$ cat src/inc/charge_seq_pkg.sv
// constants shared by the charge sequencer, its phase timer and the bench.
// assumes a 250 MHz ref_clk and voltage codes in millivolts.
package charge_seq_pkg;
  // clock and oscillator tick timing
  localparam int CLK_PERIOD_NS   = 4;          // ref_clk period
  localparam int OSC_TICK_NS     = 1000000;    // stand-in oscillator period, 1 ms
  localparam int OSC_TICK_CYCLES = (OSC_TICK_NS + CLK_PERIOD_NS - 1) / CLK_PERIOD_NS;
  localparam int BLINK_HALF_MS   = 500;        // indicator blink half period
  localparam int BLINK_TICKS     = BLINK_HALF_MS * 1000000 / OSC_TICK_NS;

  // voltage and temperature codes, millivolt units
  localparam int MV_W = 14;
  localparam logic [MV_W-1:0] DEEP_DISCHARGE_MV = 14'h07D0;  // 2.0 V
  localparam logic [MV_W-1:0] UNDERVOLTAGE_MV   = 14'h08FC;  // 2.3 V
  localparam logic [MV_W-1:0] PRECHARGE_MV      = 14'h0B54;  // 2.9 V
  localparam logic [MV_W-1:0] RECHARGE_MV       = 14'h0F3C;  // 3.9 V
  localparam logic [MV_W-1:0] OVERVOLTAGE_MV    = 14'h10FE;  // 4.35 V
  localparam logic [MV_W-1:0] COLD_LIMIT_MV     = 14'h035C;  // 0.860 V, about 3 C
  localparam logic [MV_W-1:0] HOT_START_MV      = 14'h019D;  // 0.413 V, about 43 C
  localparam logic [MV_W-1:0] HOT_RUN_MV        = 14'h0161;  // 0.353 V, about 50 C

  // register byte offsets
  localparam logic [7:0] CTRL_OFS       = 8'h00;
  localparam logic [7:0] STATUS_OFS     = 8'h04;
  localparam logic [7:0] INT_STATUS_OFS = 8'h08;
  localparam logic [7:0] INT_MASK_OFS   = 8'h0C;
  localparam logic [7:0] RECON_LIM_OFS  = 8'h10;
  localparam logic [7:0] PRE_LIM_OFS    = 8'h14;
  localparam logic [7:0] TOTAL_LIM_OFS  = 8'h18;

  // control fields
  localparam int CTRL_TWO_CELL_BIT = 0;
  localparam int CTRL_RESTART_BIT  = 1;
  localparam logic [31:0] CTRL_RESET = 32'h0000_0000;

  // event bits of interrupt status and mask
  localparam int EV_W       = 5;
  localparam int EV_START   = 0;
  localparam int EV_FULL    = 1;
  localparam int EV_TIMEOUT = 2;
  localparam int EV_TEMP    = 3;
  localparam int EV_RECHG   = 4;
  localparam logic [EV_W-1:0] INT_MASK_RESET = 5'h00;

  // phase timer terminal counts in oscillator ticks
  localparam logic [31:0] RECON_LIM_RESET = 32'h001B_7740;  // 30 min
  localparam logic [31:0] PRE_LIM_RESET   = 32'h001B_7740;  // 30 min
  localparam logic [31:0] TOTAL_LIM_RESET = 32'h00A4_CB80;  // 3 h

  // charge current selection
  localparam logic [1:0] CUR_OFF   = 2'h0;
  localparam logic [1:0] CUR_RECON = 2'h1;  // small fixed current
  localparam logic [1:0] CUR_PRE   = 2'h2;  // about one eighth of high rate
  localparam logic [1:0] CUR_HIGH  = 2'h3;

  // charger states, one-hot
  typedef enum logic [6:0] {
    ST_IDLE    = 7'b000_0001,
    ST_RECON   = 7'b000_0010,
    ST_PRECHG  = 7'b000_0100,
    ST_FAST    = 7'b000_1000,
    ST_DONE    = 7'b001_0000,
    ST_TIMEOUT = 7'b010_0000,
    ST_FAULT   = 7'b100_0000
  } charge_state_t;
endpackage

$ cat src/inc/phase_timer_if.sv
// bundle between the sequencer and its phase timer.
// assumes both ends share ref_clk.
`timescale 1ns/100ps
interface phase_timer_if;
  logic        start;    // restart count, one cycle
  logic        run;      // count while high
  logic        tick;     // oscillator tick, one cycle
  logic [31:0] limit;    // terminal count in ticks
  logic        expired;  // level, terminal count reached
  modport ctrl (output start, output run, output tick, output limit, input expired);
  modport tmr  (input start, input run, input tick, input limit, output expired);
endinterface // phase_timer_if

$ cat src/logic/phase_timer.sv
// phase timer: counts oscillator ticks from a restart up to a terminal count.
// assumes start is a one-cycle pulse on each phase entry.
`timescale 1ns/100ps
module phase_timer (
  input  wire logic  ref_clk,
  input  wire logic  rst_n,
  phase_timer_if.tmr tif
);
  import charge_seq_pkg::*;

  logic [31:0] count_ff;    // ticks since phase entry
  logic        expired_ff;  // held until the next restart

  // tick counter, cleared on every restart
  always_ff @(posedge ref_clk) begin
    if (!rst_n) begin
      count_ff <= 32'h0000_0000;
    end else if (tif.start) begin
      count_ff <= 32'h0000_0000;
    end else if (tif.run && tif.tick && !expired_ff) begin
      count_ff <= count_ff + 32'h0000_0001;
    end
  end

  // expiry flag; stays set so a late check still sees it
  always_ff @(posedge ref_clk) begin
    if (!rst_n) begin
      expired_ff <= 1'b0;
    end else if (tif.start) begin
      expired_ff <= 1'b0;
    end else if (tif.run && count_ff >= tif.limit) begin
      expired_ff <= 1'b1;
    end
  end

  assign tif.expired = expired_ff;
endmodule // phase_timer

$ cat src/logic/li_ion_charge_sequencer.sv
// charge sequencer for a one- or two-cell lithium charger, with wishbone registers.
// assumes comparator bits from the analog front end and millivolt codes from a
// converter running on ref_clk; current and voltage regulation live outside.
// Summary of operation
// - start needs adaptor good and cell below overvoltage
// - start needs reset, on/off low, temperature inside
// - decisions use pack voltage divided by cells
// - below deep-discharge, recondition and start timer
// - reconditioning timeout latches until reset or repower
// - pre-charge at eighth current until threshold
// - pre-charge timeout latches terminated, same restart
// - high rate until overvoltage or low current
// - total charge timer expiry terminates charging
// - above overvoltage, charge current fully off
// - recharge at recharge threshold, repeat while connected
// - temperature or phase timer terminates immediately
// - lower hot limit at start, higher while charging
// - indicators follow state, blink or steady
//
// Our own choices: the Wishbone slave port and the placing of the registers.
`timescale 1ns/100ps
module li_ion_charge_sequencer #(
  parameter int TICK_CYCLES = charge_seq_pkg::OSC_TICK_CYCLES,  // ref_clk cycles per tick
  parameter int BLINK_LEN   = charge_seq_pkg::BLINK_TICKS       // ticks per blink half
) (
  input  wire logic                            ref_clk,
  input  wire logic                            rst_n,
  // wishbone classic slave
  input  wire logic                            wb_cyc_i,
  input  wire logic                            wb_stb_i,
  input  wire logic                            wb_we_i,
  input  wire logic [7:0]                      wb_adr_i,
  input  wire logic [3:0]                      wb_sel_i,
  input  wire logic [31:0]                     wb_dat_i,
  output logic      [31:0]                     wb_dat_o,
  output logic                                 wb_ack_o,
  // analog front end
  input  wire logic                            adaptorGood,
  input  wire logic                            currentLow,
  input  wire logic                            resetPin,
  input  wire logic                            onOffPin,
  input  wire logic [charge_seq_pkg::MV_W-1:0] packMv,
  input  wire logic [charge_seq_pkg::MV_W-1:0] tempMv,
  // outputs
  output logic      [1:0]                      chargeCurrent,
  output logic                                 redIndicator,
  output logic                                 greenIndicator,
  output logic                                 chargingTestOutput,
  output logic                                 doneTestOutput,
  output logic                                 irq
);
  import charge_seq_pkg::*;

  // ---------------- synchronisers ----------------
  logic [3:0]  syncA_ff;        // first stage, read only by the second
  logic [3:0]  syncB_ff;        // second stage, used by the logic
  logic        adpOk;           // adaptor above high threshold
  logic        curLow;          // charge current below full-charge level
  logic        rstHigh;         // reset pin high
  logic        offHigh;         // on/off pin high

  // two flops per comparator bit so no decision sees a metastable value
  always_ff @(posedge ref_clk) begin
    if (!rst_n) begin
      syncA_ff <= 4'h0;
      syncB_ff <= 4'h0;
    end else begin
      syncA_ff <= {onOffPin, resetPin, currentLow, adaptorGood};
      syncB_ff <= syncA_ff;
    end
  end

  assign adpOk   = syncB_ff[0];
  assign curLow  = syncB_ff[1];
  assign rstHigh = syncB_ff[2];
  assign offHigh = syncB_ff[3];

  // ---------------- registers ----------------
  logic [31:0]     ctrl_ff;      // cell count select
  logic [EV_W-1:0] intStat_ff;   // sticky events
  logic [EV_W-1:0] intMask_ff;   // event enables
  logic [31:0]     reconLim_ff;  // reconditioning terminal count
  logic [31:0]     preLim_ff;    // pre-charge terminal count
  logic [31:0]     totalLim_ff;  // total charge terminal count
  logic            ack_ff;       // wishbone acknowledge
  logic [31:0]     rdat_ff;      // registered read data
  logic            wrNow;        // write takes effect this edge
  logic            restartReq;   // software restart, one cycle
  logic [EV_W-1:0] events;       // event pulses from the sequencer
  logic [31:0]     rdMux;        // read data selection
  logic [31:0]     wmask;        // byte lane mask
  charge_state_t   state_ff;

  // byte enables become a bit mask
  always_comb begin
    for (int i = 0; i < 4; i++) begin
      wmask[i*8 +: 8] = {8{wb_sel_i[i]}};
    end
  end

  // write lands at the edge where the master samples ack
  assign wrNow      = wb_cyc_i && wb_stb_i && wb_we_i && ack_ff;
  assign restartReq = wrNow && (wb_adr_i == CTRL_OFS) && wb_sel_i[0]
                      && wb_dat_i[CTRL_RESTART_BIT];

  // one wait state, ack for one cycle; unmapped reads give zero and are still acked
  always_ff @(posedge ref_clk) begin
    if (!rst_n) begin
      ack_ff <= 1'b0;
    end else begin
      ack_ff <= wb_cyc_i && wb_stb_i && !ack_ff;
    end
  end

  // read selection
  always_comb begin
    rdMux = 32'h0000_0000;
    unique case (wb_adr_i)
      CTRL_OFS:       rdMux = {31'h0000_0000, ctrl_ff[CTRL_TWO_CELL_BIT]};
      STATUS_OFS:     rdMux = {20'h0_0000, redIndicator, greenIndicator,
                               chargeCurrent, 1'b0, state_ff};
      INT_STATUS_OFS: rdMux = {27'h000_0000, intStat_ff};
      INT_MASK_OFS:   rdMux = {27'h000_0000, intMask_ff};
      RECON_LIM_OFS:  rdMux = reconLim_ff;
      PRE_LIM_OFS:    rdMux = preLim_ff;
      TOTAL_LIM_OFS:  rdMux = totalLim_ff;
      default:        rdMux = 32'h0000_0000;  // unmapped
    endcase
  end

  // read data captured with ack
  always_ff @(posedge ref_clk) begin
    if (!rst_n) begin
      rdat_ff <= 32'h0000_0000;
    end else if (wb_cyc_i && wb_stb_i && !ack_ff) begin
      rdat_ff <= rdMux;
    end
  end

  assign wb_dat_o = rdat_ff;
  assign wb_ack_o = ack_ff;

  // control and limit registers; restart bit is self-clearing
  always_ff @(posedge ref_clk) begin
    if (!rst_n) begin
      ctrl_ff     <= CTRL_RESET;
      reconLim_ff <= RECON_LIM_RESET;
      preLim_ff   <= PRE_LIM_RESET;
      totalLim_ff <= TOTAL_LIM_RESET;
    end else if (wrNow) begin
      unique case (wb_adr_i)
        CTRL_OFS: begin
          ctrl_ff[CTRL_TWO_CELL_BIT] <= wb_sel_i[0] ? wb_dat_i[CTRL_TWO_CELL_BIT]
                                                    : ctrl_ff[CTRL_TWO_CELL_BIT];
        end
        RECON_LIM_OFS: reconLim_ff <= (reconLim_ff & ~wmask) | (wb_dat_i & wmask);
        PRE_LIM_OFS:   preLim_ff   <= (preLim_ff & ~wmask) | (wb_dat_i & wmask);
        TOTAL_LIM_OFS: totalLim_ff <= (totalLim_ff & ~wmask) | (wb_dat_i & wmask);
        default: begin
        end
      endcase
    end
  end

  // interrupt mask
  always_ff @(posedge ref_clk) begin
    if (!rst_n) begin
      intMask_ff <= INT_MASK_RESET;
    end else if (wrNow && wb_adr_i == INT_MASK_OFS && wb_sel_i[0]) begin
      intMask_ff <= wb_dat_i[EV_W-1:0];
    end
  end

  // sticky status, write one to clear; a same-cycle event wins over the clear
  always_ff @(posedge ref_clk) begin
    if (!rst_n) begin
      intStat_ff <= {EV_W{1'b0}};
    end else if (wrNow && wb_adr_i == INT_STATUS_OFS && wb_sel_i[0]) begin
      intStat_ff <= (intStat_ff & ~wb_dat_i[EV_W-1:0]) | events;
    end else begin
      intStat_ff <= intStat_ff | events;
    end
  end

  assign irq = |(intStat_ff & intMask_ff);

  // ---------------- oscillator tick and blink ----------------
  logic [31:0] prescale_ff;   // ref_clk cycles within a tick
  logic        tick;          // one cycle per oscillator period
  logic [31:0] blinkCnt_ff;   // ticks within a blink half
  logic        blink_ff;      // blink phase

  // tick divider stands in for the rc oscillator
  always_ff @(posedge ref_clk) begin
    if (!rst_n) begin
      prescale_ff <= 32'h0000_0000;
    end else if (tick) begin
      prescale_ff <= 32'h0000_0000;
    end else begin
      prescale_ff <= prescale_ff + 32'h0000_0001;
    end
  end

  assign tick = (prescale_ff == 32'(TICK_CYCLES - 1));

  // blink phase toggles every half period
  always_ff @(posedge ref_clk) begin
    if (!rst_n) begin
      blinkCnt_ff <= 32'h0000_0000;
      blink_ff    <= 1'b0;
    end else if (tick) begin
      if (blinkCnt_ff == 32'(BLINK_LEN - 1)) begin
        blinkCnt_ff <= 32'h0000_0000;
        blink_ff    <= !blink_ff;
      end else begin
        blinkCnt_ff <= blinkCnt_ff + 32'h0000_0001;
      end
    end
  end

  // ---------------- per-cell voltage and qualifiers ----------------
  logic [MV_W-1:0] cellMv;     // per-cell voltage
  logic            tempOk;     // temperature inside the window
  logic [MV_W-1:0] hotLimit;   // hot threshold for the present phase
  logic            charging;   // a charge phase is active
  logic            startOk;    // all start conditions hold

  // pack voltage shared evenly; two cells is a halving
  assign cellMv = ctrl_ff[CTRL_TWO_CELL_BIT] ? {1'b0, packMv[MV_W-1:1]} : packMv;

  assign charging = (state_ff == ST_RECON) || (state_ff == ST_PRECHG)
                    || (state_ff == ST_FAST);
  // sensor voltage falls as the pack warms
  assign hotLimit = charging ? HOT_RUN_MV : HOT_START_MV;
  assign tempOk   = (tempMv < COLD_LIMIT_MV) && (tempMv > hotLimit);
  assign startOk  = adpOk && (cellMv < OVERVOLTAGE_MV)
                    && !rstHigh && !offHigh && tempOk;

  // ---------------- sequencer ----------------
  charge_state_t nxt_state;
  phase_timer_if tif ();

  // next state and event pulses
  always_comb begin
    nxt_state = state_ff;
    events    = {EV_W{1'b0}};
    unique case (state_ff)
      ST_IDLE: begin
        if (startOk) begin
          events[EV_START] = 1'b1;
          if (cellMv < DEEP_DISCHARGE_MV) begin
            nxt_state = ST_RECON;
          end else if (cellMv < PRECHARGE_MV) begin
            nxt_state = ST_PRECHG;
          end else begin
            nxt_state = ST_FAST;
          end
        end
      end
      ST_RECON, ST_PRECHG, ST_FAST: begin
        if (!adpOk || rstHigh || offHigh || restartReq) begin
          nxt_state = ST_IDLE;  // charging stopped from outside
        end else if (!tempOk) begin
          nxt_state = ST_FAULT;
          events[EV_TEMP] = 1'b1;
        end else if (state_ff == ST_RECON && cellMv >= UNDERVOLTAGE_MV) begin
          nxt_state = (cellMv >= PRECHARGE_MV) ? ST_FAST : ST_PRECHG;
        end else if (state_ff == ST_PRECHG && cellMv >= PRECHARGE_MV) begin
          nxt_state = ST_FAST;
        end else if (state_ff == ST_FAST && (cellMv >= OVERVOLTAGE_MV || curLow)) begin
          nxt_state = ST_DONE;
          events[EV_FULL] = 1'b1;
        end else if (tif.expired) begin
          // recon, pre-charge or total timer ran out: latch terminated
          nxt_state = ST_TIMEOUT;
          events[EV_TIMEOUT] = 1'b1;
        end
      end
      ST_DONE: begin
        if (!adpOk || rstHigh || offHigh || restartReq) begin
          nxt_state = ST_IDLE;
        end else if (cellMv <= RECHARGE_MV && tempOk) begin
          nxt_state = ST_FAST;
          events[EV_RECHG] = 1'b1;
        end
      end
      ST_TIMEOUT: begin
        // held until a reset pulse, loss of input power, or software restart
        if (rstHigh || !adpOk || restartReq) begin
          nxt_state = ST_IDLE;
        end
      end
      ST_FAULT: begin
        if (!adpOk || rstHigh || offHigh || restartReq) begin
          nxt_state = ST_IDLE;
        end
      end
      default: nxt_state = ST_IDLE;  // illegal code recovers
    endcase
  end

  // state register
  always_ff @(posedge ref_clk) begin
    if (!rst_n) begin
      state_ff <= ST_IDLE;
    end else begin
      state_ff <= nxt_state;
    end
  end

  // timer restarts on every phase entry and uses that phase's limit
  assign tif.start = (nxt_state != state_ff);
  assign tif.run   = charging;
  assign tif.tick  = tick;
  always_comb begin
    tif.limit = totalLim_ff;
    if (state_ff == ST_RECON) begin
      tif.limit = reconLim_ff;
    end else if (state_ff == ST_PRECHG) begin
      tif.limit = preLim_ff;
    end
  end

  phase_timer u_timer (
    .ref_clk (ref_clk),
    .rst_n   (rst_n),
    .tif     (tif)
  );

  // ---------------- outputs ----------------
  // current select is registered from the next state, indicators from the present state
  always_ff @(posedge ref_clk) begin
    if (!rst_n) begin
      chargeCurrent <= CUR_OFF;
    end else if (cellMv > OVERVOLTAGE_MV) begin
      chargeCurrent <= CUR_OFF;
    end else begin
      unique case (nxt_state)
        ST_RECON:  chargeCurrent <= CUR_RECON;
        ST_PRECHG: chargeCurrent <= CUR_PRE;
        ST_FAST:   chargeCurrent <= CUR_HIGH;
        default:   chargeCurrent <= CUR_OFF;
      endcase
    end
  end

  // red blinks in recon and timeout, steady in pre-charge and high rate; green blinks when done
  always_ff @(posedge ref_clk) begin
    if (!rst_n) begin
      redIndicator       <= 1'b0;
      greenIndicator     <= 1'b0;
      chargingTestOutput <= 1'b0;
      doneTestOutput     <= 1'b0;
    end else begin
      redIndicator <= ((state_ff == ST_RECON || state_ff == ST_TIMEOUT) && blink_ff)
                      || state_ff == ST_PRECHG || state_ff == ST_FAST;
      greenIndicator     <= (state_ff == ST_DONE) && blink_ff;
      chargingTestOutput <= charging;
      doneTestOutput     <= (state_ff == ST_DONE);
    end
  end
endmodule // li_ion_charge_sequencer

$ cat config.mk
export PLATFORM = sky130hd
export DESIGN_NAME = li_ion_charge_sequencer
export DESIGN_NICKNAME = d
export VERILOG_FILES = /design/src/inc/charge_seq_pkg.sv /design/src/inc/phase_timer_if.sv /design/src/logic/phase_timer.sv /design/src/logic/li_ion_charge_sequencer.sv
export SDC_FILE = /design/constraint.sdc
export NUM_CORES = 1
export LEC_CHECK = 0
export BUFFER_PORTS_ARGS = -buffer_cell sky130_fd_sc_hd__buf_2
export CAP_MARGIN = 0
export CORE_MARGIN = 4
export CORE_UTILIZATION = 50
export DETAILED_ROUTE_END_ITERATION = 8
export PLACE_DENSITY = 0.69
export SYNTH_ARGS = -nofsm -noshare
export SYNTH_HDL_FRONTEND = slang
export SYNTH_SLANG_ARGS = --single-unit
$ cat constraint.sdc
create_clock -name ref_clk -period 7.5 [get_ports ref_clk]
set_clock_uncertainty 0.1 [all_clocks]
set_input_delay 0.375 -clock ref_clk [delete_from_list [all_inputs] [get_ports ref_clk]]
set_output_delay 0.375 -clock ref_clk [all_outputs]
set_load 0.05 [all_outputs]
==> flow_summary_export.csv <==
group,metric,value,unit
power,cell_internal_pwr,0.002318,W
clock_tree,tritoncts_clock_tree,"done",
logic_synthesis,yosys.cell_types.count,74,
clock_tree,clk_latency,550,ps
die,floorplan.die.height,174.0,um
sta,layout_setup_ws,2410,ps
die,initial_core_util,50.95,%
setup_path,worstPathMaxFanout,70,
clock_tree,tritoncts.num_buffers,28,
setup_path,worstPathArrival,5420,ps
setup_path,critPathLaunchType,"register",
setup_path,path_delay_family,"simple AND/OR/NAND/NOR gates",
clock_tree,deepest_clock_path_buffer_count,3,
setup_path,crit_buf_inv,2,
drt,ant_nets,0,
logic_synthesis,syn_area,13770,um^2
worst_hold_path,hold_path.class,"in2reg",
clock_tree,clkTransAtPathRegs,60,ps
logic_synthesis,mappedNetlistNets,1726,
grt,antenna_found_initial,1,
sta,min_period_over_period,67.87,%
logic_synthesis,sequential_share_of_the_synthesized_area,37.66,%
clock_tree,htree_levels,1,
power,power.share.combinational,5.8,%
grt,gr-total-overflow,0,
die,die_outline_area,30260,um^2
logic_synthesis,synth-seq-cells,259,
die,floorplan.rows,60,
power,power.density,191.0,nW/um^2
worst_hold_path,hold_path_depth,3,
setup_path,crit_path_end_kind,"register",
setup_path,crit_required,7830,ps
place,io_buffer_count,120,
sta,hold_violations,0,
final_layout,drive_gt1_share,15.27,%
sta,max_slew_margin,24.20,%
grt,vias_in_the_first_global_route,11750,
sta,fmax,0.1964,GHz
grt,grt_usage,24.26,%
final_layout,nets,1826,
drt,wl_per_cell,18.08,um
die,core_area,27030,um^2
power,switching_share,23.07,%
setup_path,crit_path_cell_trace,"nor4b_1 -> and2_2 -> buf_4 -> nor2_1 -> inv_1 -> ha_1 -> a211o_1 -> a22o_1 -> nor4_2 -> a2111oi_1 -> a2111oi_4 -> nand2_2 -> a2111oi_1",
worst_hold_path,min_from,"wb_dat_i[9]",
drt,drt-initial-drc-count,849,
power,total_switching_power,0.0006950,W
drt,drt_pre_antenna_iters,9,
setup_path,reg2reg_setup_slack,2410,ps
logic_synthesis,ys.flop_type,"sky130_fd_sc_hd__dfxtp_1",
place,detailedPlace.worstSlack,2468,ps
logic_synthesis,yosys_warnings,0,
sta,max_slew.worst_pin.slew,1128,ps
setup_path,criticalPathCategory,"reg2reg",
power,pwr-share-clk,48.1,%
logic_synthesis,ys_async_sr_fraction,0,%
clock_tree,cts_sinks,259,
setup_path,timing.critical_path.slowest_stage_cell,"sky130_fd_sc_hd__buf_4",
logic_synthesis,post_synth_inst_count,1607,
setup_path,maximum_cell_stage_delay_along_the_critical_path,560,ps
power,power.ir.vdd_worst,168.5,uV
place,dp_hpwl,26.26,mm
sta,setup_viol,0,
drt,drt_wl_total,37.43,mm
power,share_seq_of_total_power,46.2,%
sta,period_needed,5090,ps
setup_path,timing.reg2reg.worst_path_depth,13,
drt,detailroute.via_count,12160,
logic_synthesis,edff_count_synth,0,
place,routabilityCongestion,0.8881,
sta,final.setup.tns,0,ps
final_layout,num_antenna_cells,0,
grt,grt_pass1_wl,61.73,mm
power,static_leak,6.011,nW
logic_synthesis,syn_avg_cell_area,8.568,um^2
flow_run,max_cap_viol_count,0,
die,boundary_pins,121,
grt,pin_count_of_the_biggest_net_entering_global_routing,98,
sta,grt_setup_unrepaired,"false",
clock_tree,cts_resized,0,
setup_path,crit_top_cell,"sky130_fd_sc_hd__a2111oi_1",
die,dieWidth,174.0,um
clock_tree,cts_root_buf,"sky130_fd_sc_hd__clkbuf_16",
drt,drc,0,
final_layout,area.growth.synth_to_final,14.53,%
outcome,run_status,"finished clean",
sta,slew_limit_fails,0,
setup_path,r2r-start,"state_ff[1]",
setup_path,critical_path.reg2reg.endpoint,"u_timer.tif.expired",
setup_path,timing.critical_path.from,"state_ff[1]",
drt,route.detailed.vias_per_inst,5.873,
power,total_power,0.003013,W
## layer usage
metal	up-vias	part of all wire, %	GRT usage (%)	wire length [um]
met5	-	0.035	0	13
met2	312	47	40.21	17450
met3	60	6.0	4.197	2238
li1	5965	-	-	-
met1	5819	45	33.34	16990
met4	2	2.0	5.411	736
## worst max-delay path by stage
stage	to	slack, ps	cells past startpoint
floorplan	u_timer.count_ff[10]	3670	15
global placement	u_timer.tif.expired	2580	13
detailed placement	u_timer.tif.expired	2470	13
CTS	u_timer.tif.expired	2440	13
global route	u_timer.tif.expired	1910	13
finish	u_timer.tif.expired	2410	13
## power groups by stage
| stage | registers [W] | logic [W] | clock network (W) |
|---|---|---|---|
| 2_1_floorplan | 0.00145 | 0.0000771 | 0 |
| 3_5_place_dp | 0.00142 | 0.000163 | 0 |
| 6_report | 0.00139 | 0.000174 | 0.00145 |
| 3_3_place_gp | 0.00142 | 0.000162 | 0 |
| 4_1_cts | 0.00139 | 0.000174 | 0.00147 |
| 5_1_grt | 0.00139 | 0.000188 | 0.00153 |
## stage by stage
step / cell area [um^2] / util [%] / cells / hold slack (ps)
floorplan: 13770 / - / 1607 / 311.9
global placement: 14560 / 53.87 / 1995 / 316.8
detailed placement: 14560 / 53.87 / 1995 / 317.7
CTS: 15770 / 58.35 / 2070 / 5.060
global route: 15770 / 58.35 / 2070 / 25.21
finish: 15770 / 58.35 / 2070 / 24.34
## synth_stat cells (4+ instances only)
cell                       count  area share, %
sky130_fd_sc_hd__buf_2         6           0.22
sky130_fd_sc_hd__dfxtp_1     259             38
sky130_fd_sc_hd__xor2_1       47            3.0
sky130_fd_sc_hd__nor4b_1       5           0.32
sky130_fd_sc_hd__and4_1        6           0.38
sky130_fd_sc_hd__a21oi_1      66            2.4
sky130_fd_sc_hd__nor4_1       30            1.4
sky130_fd_sc_hd__nor3b_1      25            1.4
sky130_fd_sc_hd__nor3_1       34            1.2
sky130_fd_sc_hd__and2_1       31            1.4
sky130_fd_sc_hd__nand2_1     175            4.8
sky130_fd_sc_hd__a21boi_0     43            2.3
sky130_fd_sc_hd__o21ai_0      36            1.3
sky130_fd_sc_hd__inv_1        21           0.57
sky130_fd_sc_hd__ha_1         38            3.5
sky130_fd_sc_hd__a221oi_1     22            1.4
sky130_fd_sc_hd__nor4bb_1      6           0.44
sky130_fd_sc_hd__a211oi_1      6           0.33
sky130_fd_sc_hd__or3_1        11           0.50
sky130_fd_sc_hd__a222oi_1     11           0.80
sky130_fd_sc_hd__xnor2_1      39            2.5
sky130_fd_sc_hd__a21o_1       16           0.87
sky130_fd_sc_hd__o211ai_1      4           0.22
sky130_fd_sc_hd__nand4_1      38            1.7
sky130_fd_sc_hd__mux2i_1      78            5.7
sky130_fd_sc_hd__nor4_2       21            1.9
sky130_fd_sc_hd__o21a_1        6           0.33
sky130_fd_sc_hd__buf_1         5           0.14
sky130_fd_sc_hd__nand3_1     111            4.0
sky130_fd_sc_hd__and3_1       18           0.82
sky130_fd_sc_hd__nand3b_1      5           0.27
sky130_fd_sc_hd__a22oi_1       6           0.33
sky130_fd_sc_hd__nor2_1      159            4.3
sky130_fd_sc_hd__nand2b_1      7           0.32
sky130_fd_sc_hd__clkbuf_1     72            2.0
sky130_fd_sc_hd__nor2b_1      49            2.2
sky130_fd_sc_hd__mux2_2       37            3.0
## area by class of cell
| class | instances | area [um^2] |
|---|---|---|
| repair buffers | 159 | 953.4 |
| clock inverters | 13 | 160.2 |
| inverters | 21 | 78.83 |
| flip-flops and latches | 259 | 5185 |
| fillers | 2463 | 11260 |
| well taps | 341 | 426.7 |
| multi-input cells | 1238 | 8144 |
| clock buffers | 39 | 822.0 |
## what timing repair did
action                                 4_1_cts  5_1_grt
hold buffers                                23        0
endpoints found under the hold margin       35        0
setup buffers                                0        0
## placed cells by master, fill, tap and decap left out, drive strengths merged, types with 37 or more instances in the layout
cell type and count:
dfxtp 259, nand2 176, nor2 160, buf 136
nand3 113, mux2i 78, a21oi 67, nor4 52
nor2b 49, xor2 47, a21boi 43, xnor2 39
nand4 39, o21ai 39, clkbuf 39, ha 38
mux2 37
## tightest hold or removal path: stages
cell	delay (ps)
sky130_fd_sc_hd__buf_2	120
sky130_fd_sc_hd__nand2_1	60
sky130_fd_sc_hd__nand3_1	70
## cells by family after synthesis
logic type | share of synthesized area (%)
adders and majority gates | 3.526
buffers and inverters | 3.299
DFF | 37.66
xor gates and xnor gates | 5.470
AOI/OAI and AO/OA | 12.64
and+or+nand+nor | 28.71
muxes | 8.696
Note: power is estimated with default switching activity, not from simulation.
